### config.mk
export PLATFORM = sky130hd
export DESIGN_NAME = sat_translator
export DESIGN_NICKNAME = d
export VERILOG_FILES = /design/src/inc/sat_pkg.sv /design/src/core/sat_translator.sv
export VERILOG_INCLUDE_DIRS = /design/src /design/src/inc
export SDC_FILE = /design/constraint.sdc
export NUM_CORES = 1
export LEC_CHECK = 0
export ABC_AREA = 1
export BUFFER_PORTS_ARGS = -buffer_cell sky130_fd_sc_hd__buf_2
export CAP_MARGIN = 10
export CORE_UTILIZATION = 57
export DETAILED_ROUTE_END_ITERATION = 6
export PLACE_DENSITY = 0.73
export SLEW_MARGIN = 10
export SYNTH_ARGS = -nofsm -noshare
export SYNTH_HDL_FRONTEND = slang
export SYNTH_SLANG_ARGS = --single-unit
### constraint.sdc
create_clock -name clock -period 4.9 [get_ports clock]
set_clock_uncertainty 0.05 [all_clocks]
set_input_delay 0.98 -clock clock [delete_from_list [all_inputs] [get_ports clock]]
set_output_delay 0.98 -clock clock [all_outputs]
set_load 0.005 [all_outputs]
### src/inc/sat_defs.svh
// Contract
// - translation enabled only when strap is low while Phase A is high
// - during on-chip memory address cycles the internal bus is a logical address
// - relocated block is descriptor base plus block number
// - block number checked against descriptor size; excess flags a size violation
// - effective ring compared with read, write or execute ring of descriptor
// - no violation: relocated block joined with offset drives physical address
// - memory cycles latch the descriptor index on Phase A trailing edge
// - load-index op loads address register on Phase A leading edge
// - address register addressing only for descriptor access and limited checks
// - zero upper segment bits: index from bus bits 15:12, bit 5 clear
// - nonzero upper segment bits: index from those bits, bit 5 set
// - size-write or low-read op increments address register on leading edge
// - array holds 32-bit entries: 16 small and 15 large segments
// - index 16 has no storage
// - descriptor holds validity, 12-bit base, three rings, 9-bit block size
// - violations set error flags and trap unless next microword clears error
// - array written and read as two 16-bit halves over internal bus
`ifndef SAT_DEFS_SVH
`define SAT_DEFS_SVH
`define SAT_BUS_W 20
`define SAT_DESC_W 32
`define SAT_HALF_W 16
`define SAT_IDX_W 5
`define SAT_ENTRIES 31
`define SAT_GAP_IDX 5'h10
`define SAT_SEG_HI 19:16
`define SAT_SEG_LO 15:12
`define SAT_BLK_SMALL 11:8
`define SAT_BLK_LARGE 15:8
`define SAT_OFFSET 7:0
`define SAT_BASE_W 12
`define SAT_SIZE_W 9
`define SAT_RING_W 2
`define SAT_F_VALID 31
`define SAT_F_BASE 27:16
`define SAT_F_RR 15:14
`define SAT_F_RW 13:12
`define SAT_F_RE 11:10
`define SAT_F_SIZE 8:0
`define SAT_F_HIGH 31:16
`define SAT_F_LOW 15:0
`define SAT_ZERO_IDX 5'h00
`define SAT_ONE_IDX 5'h01
`define SAT_ZERO_NIB 4'h0
`define SAT_ZERO_DESC 32'h0000_0000
`define SAT_ZERO_HALF 16'h0000
`define SAT_ZERO_ADDR 20'h0_0000
`define SAT_ZERO_BLK4 5'h00
`define SAT_ZERO_BLK8 1'h0
`define SAT_ZERO_RING 2'h0
`endif

### src/inc/sat_pkg.sv
package sat_pkg;
    typedef enum logic [1:0]
    {
        SAT_ACC_READ = 2'h0,
        SAT_ACC_WRITE = 2'h1,
        SAT_ACC_EXEC = 2'h2
    } sat_access_t;

    typedef enum logic [1:0]
    {
        SAT_IDLE = 2'b01,
        SAT_ARMED = 2'b10
    } sat_trap_state_t;
endpackage : sat_pkg

### src/core/sat_translator.sv
`timescale 1ns/1ps
`default_nettype none
`include "sat_defs.svh"
module sat_translator
(
    input wire logic clock,
    input wire logic reset_n,
    input wire logic phaseA,
    input wire logic translationOptionStrap,
    input wire logic [`SAT_BUS_W-1:0] internalBus,
    input wire logic memCycle,
    input wire logic onChipAddr,
    input wire sat_pkg::sat_access_t accessType,
    input wire logic [`SAT_RING_W-1:0] effectiveRing,
    input wire logic loadIndexOp,
    input wire logic writeBaseOp,
    input wire logic writeSizeOp,
    input wire logic readHighOp,
    input wire logic readLowOp,
    input wire logic limitedReadCheckOp,
    input wire logic limitedWriteCheckOp,
    input wire logic clearMemoryErrorOp,
    output var logic translationEnableOption,
    output var logic [`SAT_BUS_W-1:0] physAddr,
    output var logic physAddrValid,
    output var logic [`SAT_HALF_W-1:0] descReadData,
    output var logic descReadValid,
    output var logic [`SAT_IDX_W-1:0] descIndex,
    output var logic boundsError,
    output var logic accessError,
    output var logic memoryTrap
);
    import sat_pkg::*;

    function automatic logic [`SAT_IDX_W-1:0] sat_index(input logic [`SAT_BUS_W-1:0] bus);
        logic [`SAT_IDX_W-1:0] idx;
        if (bus[`SAT_SEG_HI] == `SAT_ZERO_NIB)
        begin
            idx = {1'b0, bus[`SAT_SEG_LO]};
        end
        else
        begin
            idx = {1'b1, bus[`SAT_SEG_HI]};
        end
        return idx;
    endfunction : sat_index

    // storage skips the missing index, so upper indices shift down by one
    function automatic logic [`SAT_IDX_W-1:0] sat_slot(input logic [`SAT_IDX_W-1:0] idx);
        logic [`SAT_IDX_W-1:0] slot;
        slot = idx[`SAT_IDX_W-1] ? idx - `SAT_ONE_IDX : idx;
        return slot;
    endfunction : sat_slot

    logic [`SAT_DESC_W-1:0] descArray [0:`SAT_ENTRIES-1];

    logic enable_r, enable_nxt;
    logic phaseAPrev_r, phaseAPrev_nxt;
    logic [`SAT_IDX_W-1:0] latchIdx_r, latchIdx_nxt;
    logic [`SAT_IDX_W-1:0] addrReg_r, addrReg_nxt;
    logic [`SAT_BUS_W-1:0] physAddr_r, physAddr_nxt;
    logic physValid_r, physValid_nxt;
    logic [`SAT_HALF_W-1:0] readData_r, readData_nxt;
    logic readValid_r, readValid_nxt;
    logic bounds_r, bounds_nxt;
    logic access_r, access_nxt;
    logic trap_r, trap_nxt;
    sat_trap_state_t state_r, state_nxt;

    logic leadEdge, trailEdge, regMode, limitedOp, xlateCycle, checkNow;
    logic boundsSet, accessSet, errClear, writeEn;
    logic [`SAT_IDX_W-1:0] busIdx, selIdx;
    logic [`SAT_DESC_W-1:0] entry;
    logic [`SAT_SIZE_W-1:0] relBlk;
    logic [`SAT_RING_W-1:0] ringSel;
    logic [`SAT_BASE_W-1:0] relocBlk;
    logic sizeViol, ringViol;

    always_comb
    begin
        leadEdge = phaseA & ~phaseAPrev_r;
        trailEdge = ~phaseA & phaseAPrev_r;
        busIdx = sat_index(internalBus);
        limitedOp = limitedReadCheckOp | limitedWriteCheckOp;
        // ordinary memory cycles never use the address register
        regMode = leadEdge & (limitedOp | readHighOp | readLowOp | writeBaseOp
            | writeSizeOp);
        selIdx = regMode ? addrReg_r : latchIdx_r;
        entry = (selIdx == `SAT_GAP_IDX) ? `SAT_ZERO_DESC : descArray[sat_slot(selIdx)];
        // block within segment: 16 blocks in a small one, 256 in a large one
        if (selIdx[`SAT_IDX_W-1])
        begin
            relBlk = {`SAT_ZERO_BLK8, internalBus[`SAT_BLK_LARGE]};
        end
        else
        begin
            relBlk = {`SAT_ZERO_BLK4, internalBus[`SAT_BLK_SMALL]};
        end
        relocBlk = entry[`SAT_F_BASE] + {3'h0, relBlk};
        sizeViol = ~entry[`SAT_F_VALID] | (relBlk >= entry[`SAT_F_SIZE]);
        ringSel = entry[`SAT_F_RR];
        if (limitedWriteCheckOp)
        begin
            ringSel = entry[`SAT_F_RW];
        end
        else if (!limitedReadCheckOp)
        begin
            case (accessType)
                SAT_ACC_READ: ringSel = entry[`SAT_F_RR];
                SAT_ACC_WRITE: ringSel = entry[`SAT_F_RW];
                SAT_ACC_EXEC: ringSel = entry[`SAT_F_RE];
                default: ringSel = entry[`SAT_F_RR];
            endcase
        end
        ringViol = effectiveRing > ringSel;
        // bus is watched all through the low phase once the latch holds the index
        xlateCycle = memCycle & onChipAddr & ~phaseA & ~trailEdge;
        checkNow = enable_r & (xlateCycle | (leadEdge & limitedOp));
        boundsSet = checkNow & sizeViol;
        accessSet = checkNow & ringViol;
        errClear = leadEdge & clearMemoryErrorOp;
        writeEn = leadEdge & (writeBaseOp | writeSizeOp) & (addrReg_r != `SAT_GAP_IDX);

        enable_nxt = phaseA ? ~translationOptionStrap : enable_r;
        phaseAPrev_nxt = phaseA;
        latchIdx_nxt = (trailEdge & memCycle) ? busIdx : latchIdx_r;
        addrReg_nxt = addrReg_r;
        if (leadEdge & loadIndexOp)
        begin
            addrReg_nxt = busIdx;
        end
        else if (leadEdge & (writeSizeOp | readLowOp))
        begin
            addrReg_nxt = addrReg_r + `SAT_ONE_IDX;
        end

        physAddr_nxt = physAddr_r;
        physValid_nxt = 1'b0;
        if (xlateCycle & ~enable_r)
        begin
            physAddr_nxt = internalBus;
            physValid_nxt = 1'b1;
        end
        else if (xlateCycle & ~sizeViol & ~ringViol)
        begin
            physAddr_nxt = {relocBlk, internalBus[`SAT_OFFSET]};
            physValid_nxt = 1'b1;
        end

        readData_nxt = readData_r;
        readValid_nxt = 1'b0;
        if (leadEdge & (readHighOp | readLowOp))
        begin
            readData_nxt = readHighOp ? entry[`SAT_F_HIGH] : entry[`SAT_F_LOW];
            readValid_nxt = 1'b1;
        end

        // a fresh violation beats a clear in the same cycle
        bounds_nxt = boundsSet | (bounds_r & ~errClear);
        access_nxt = accessSet | (access_r & ~errClear);
        trap_nxt = 1'b0;
        state_nxt = state_r;
        case (state_r)
            SAT_IDLE:
            begin
                if (boundsSet | accessSet)
                begin
                    state_nxt = SAT_ARMED;
                end
            end
            SAT_ARMED:
            begin
                if (leadEdge)
                begin
                    trap_nxt = ~clearMemoryErrorOp;
                    state_nxt = (boundsSet | accessSet) ? SAT_ARMED : SAT_IDLE;
                end
            end
            default: state_nxt = SAT_IDLE;
        endcase
    end

    always_ff @(posedge clock)
    begin
        if (!reset_n)
        begin
            enable_r <= 1'b0;
            // starts high: a phase already high at release gives no false leading edge
            phaseAPrev_r <= 1'b1;
            latchIdx_r <= `SAT_ZERO_IDX;
            addrReg_r <= `SAT_ZERO_IDX;
            physAddr_r <= `SAT_ZERO_ADDR;
            physValid_r <= 1'b0;
            readData_r <= `SAT_ZERO_HALF;
            readValid_r <= 1'b0;
            bounds_r <= 1'b0;
            access_r <= 1'b0;
            trap_r <= 1'b0;
            state_r <= SAT_IDLE;
        end
        else
        begin
            enable_r <= enable_nxt;
            phaseAPrev_r <= phaseAPrev_nxt;
            latchIdx_r <= latchIdx_nxt;
            addrReg_r <= addrReg_nxt;
            physAddr_r <= physAddr_nxt;
            physValid_r <= physValid_nxt;
            readData_r <= readData_nxt;
            readValid_r <= readValid_nxt;
            bounds_r <= bounds_nxt;
            access_r <= access_nxt;
            trap_r <= trap_nxt;
            state_r <= state_nxt;
        end
    end

    // array contents are undefined until firmware loads them; no reset on purpose
    always_ff @(posedge clock)
    begin
        if (writeEn & writeBaseOp)
        begin
            descArray[sat_slot(addrReg_r)][`SAT_F_HIGH] <= internalBus[`SAT_F_LOW];
        end
        else if (writeEn)
        begin
            descArray[sat_slot(addrReg_r)][`SAT_F_LOW] <= internalBus[`SAT_F_LOW];
        end
    end

    assign translationEnableOption = enable_r;
    assign physAddr = physAddr_r;
    assign physAddrValid = physValid_r;
    assign descReadData = readData_r;
    assign descReadValid = readValid_r;
    assign descIndex = addrReg_r;
    assign boundsError = bounds_r;
    assign accessError = access_r;
    assign memoryTrap = trap_r;
endmodule : sat_translator
`default_nettype wire

==> results.ini <==
[outcome]
status = finished clean

[critical_path]
critical_path.reg2reg.endpoint = physAddr[17]
crit_arrival_ns = 5.16
max_stage_delay_ns = 0.35
reg2reg_slack_ns = 0.39
cp_data_required_time_ns = 5.43
crit_type = primary input to flip-flop
cp.buffers_inverters = 4
reg2reg_from = phaseAPrev_r
slowest_stage = ha_1
ff2ff_path_depth = 30
path_max_fanout = 21
cp_top_family = simple AND/OR/NAND/NOR gates
startpoint_type = primary input
endpoint_kind = flip-flop

[clock_network]
h-tree-depth = 3
postCtsResizedCells = 0
cts_hold_buf = 0
clock_sinks = 1047
cts-root-buf = clkbuf_16
post_cts_buffers = 0
cts_tree = done
numCtsBuffers = 105
clockBufferDepth = 3
clk_latency_ns = 0.68
clk_pin_slew_ns = 0.06

[floorplan]
coreArea_um2 = 75800
initial_core_util_pct = 57.5
die_w_um = 279
boundaryPins = 85
row_count = 101
die_area_um2 = 77600
die_height_um = 279

[synthesis]
syn_area_um2 = 43600
synth-seq-cells = 1047
yosysWarnings = 0
syn-num-nets = 3809
syn_avg_cell_area_um2 = 11.6
yosysSeqAreaShare_pct = 70.9
synth_enable_flop_cells = 992
syn_inst = 3744
synthFlopType = edfxtp_1
synth_cell_type_count = 49
synthArstFlopShare_pct = 0

[place]
place.gp.congestion = 0.945
io_buffers = 84
placed_cell_area_um2 = 47200
post-place-ws_ns = -0.426
dp_hpwl_um = 77800

[run]
drv_cap = 0

[timing]
worst_slack_ns = 0.271
period_share_pct = 94.5
setup_violations = 0
rsz0062_at_grt = false
hold_violations = 0
fmax_ghz = 0.216
layout_min_cycle_time_ns = 4.63
worst_pin_slew_ns = 1.22
slew-limit-headroom_pct = 18.8
maxSlewViolCount = 0

[layout]
fin_area_um2 = 50700
layout_commonest_cell = nand2_1
n_fill_cell = 5369
final_nets = 4137
final_cell_mix = nand2_1, edfxtp_1, nand3_1
antenna_cells = 0
synthToLayoutAreaGrowth_pct = 16.3
drive_gt1_share_pct = 15.8

[worst_hold_path]
hold_path.class = flip-flop to flip-flop
min_path_cells = 2
hp-start = descReadData[1]
hold_end = descReadData[1]

[grt]
grt_max_degree = 64
gr-total-overflow = 0
grt_pass1_wl_um = 181000
grt_pass1_vias = 29200
antenna_found_initial = 1
grt_usage_pct = 31.5

[route]
drc = 0
drtAntennaViolNets = 0
drtPass1Iterations = 6
viasPerCell = 6.10
totalWireLength_um = 123000
routedWlPerCell_um = 24.0
drtIter0Drc = 4408
num_vias = 31300

[pwr]
power_leakage_nw = 18.4
vdd_ir_drop_max_uv = 283
powerDensity_nw_per_um2 = 423

==> cell families (layout without fill, tap and decap cells) <==
kind of cell,Yosys count,in the layout,share of synthesized area [%]
XOR/XNOR,9,9,0.181
adder cells (fa/ha/maj),27,27,0.792
buffers and inverters,320,730,4.01
AND/OR/NAND/NOR,2104,2104,21.0
flip-flops,1047,1047,70.9
AO/OA/AOI/OAI,237,237,3.18
==> synthesized netlist by cell type, types with 3 or more instances <==
library cell / n / area [µm²]
a21o_1: 3 / 22.5
a21oi_1: 47 / 235
a31oi_1: 9 / 56.3
buf_1: 4 / 15.0
buf_2: 135 / 676
buf_4: 49 / 368
buf_6: 21 / 236
buf_8: 3 / 45.0
clkbuf_1: 20 / 75.1
dfxtp_1: 55 / 1100
edfxtp_1: 992 / 29800
ha_1: 26 / 325
inv_1: 77 / 289
inv_2: 9 / 33.8
nand2_1: 1009 / 3790
nand2_2: 11 / 68.8
nand2_4: 8 / 90.1
nand3_1: 853 / 4270
nor2_1: 188 / 706
nor3_1: 16 / 80.1
o211ai_1: 48 / 360
o21ai_0: 70 / 350
o21ai_1: 35 / 175
o22ai_1: 8 / 50.1
o31ai_1: 3 / 22.5
or2_1: 6 / 37.5
or2_2: 3 / 18.8
xor2_1: 8 / 70.1
==> stage by stage <==
| step | hold slack [ns] | setup TNS [ns] | util (%) | power, W | cells |
|---|---|---|---|---|---|
| global placement | 0.403 | -7.35 | 62.2 | 0.0136 | 4940 |
| finish | 0.419 | 0 | 66.8 | 0.0215 | 5132 |
| global route | 0.437 | 0 | 66.8 | 0.0221 | 5132 |
| floorplan | 0.406 | 0 | - | 0.0120 | 3744 |
| detailed placement | 0.409 | -8.98 | 62.2 | 0.0137 | 4940 |
| CTS | 0.413 | 0 | 66.6 | 0.0213 | 5129 |
==> flip-flops by register name, summed over array words and instances, names as in the netlist <==
name and flops:
accessError 1, translationEnableOption 1, physAddr 20, memoryTrap 1
descArray 992, boundsError 1, physAddrValid 1, state_r 2
descIndex 5, descReadData 16, descReadValid 1, latchIdx_r 5
phaseAPrev_r 1
==> per-layer routing <==
layer	global-route usage, %	share of wire (%)
met1	45.7	40
met2	49.0	46
met3	5.36	12
met4	9.86	3.0
met5	0	0
==> area by class of cell <==
type	count	area (µm²)	area share, %
Inverter	88	349	0.689
Clock buffer	123	2740	5.40
Timing Repair Buffer	453	3810	7.53
Multi-Input combinational cell	2377	11100	21.9
Sequential cell	1047	30900	60.9
Clock inverter	66	567	1.12
Tap cell	978	1220	2.41
==> worst max path at each step <==
stage                     cells after the start           end   startpoint
after floorplan                              31  physAddr[19]   readHighOp
after global placement                       31   physAddr[1]   readHighOp
after detailed placement                     32  physAddr[11]   readHighOp
after CTS                                    32  physAddr[11]   readHighOp
after global routing                         33  physAddr[17]  writeBaseOp
final                                        31  physAddr[19]   readHighOp
==> worst reg2reg max path, delay by kind of cell, from the launching register on <==
| family | cells | cell delay (ns) |
|---|---|---|
| and+or+nand+nor | 20 | 2.35 |
| AOI/OAI and AO/OA | 6 | 0.81 |
| DFF | 1 | 0.37 |
| adders and majority gates | 1 | 0.28 |
| buffers and inverters | 3 | 0.57 |
==> power by group <==
group          switching (W)  leakage (nW)  internal [W]
clock                0.00336          1.62       0.00440
combinational        0.00248          7.46       0.00137
sequential         0.0000225          9.36       0.00982
total                0.00586          18.4        0.0156
Power figures use the tool's default switching activity.
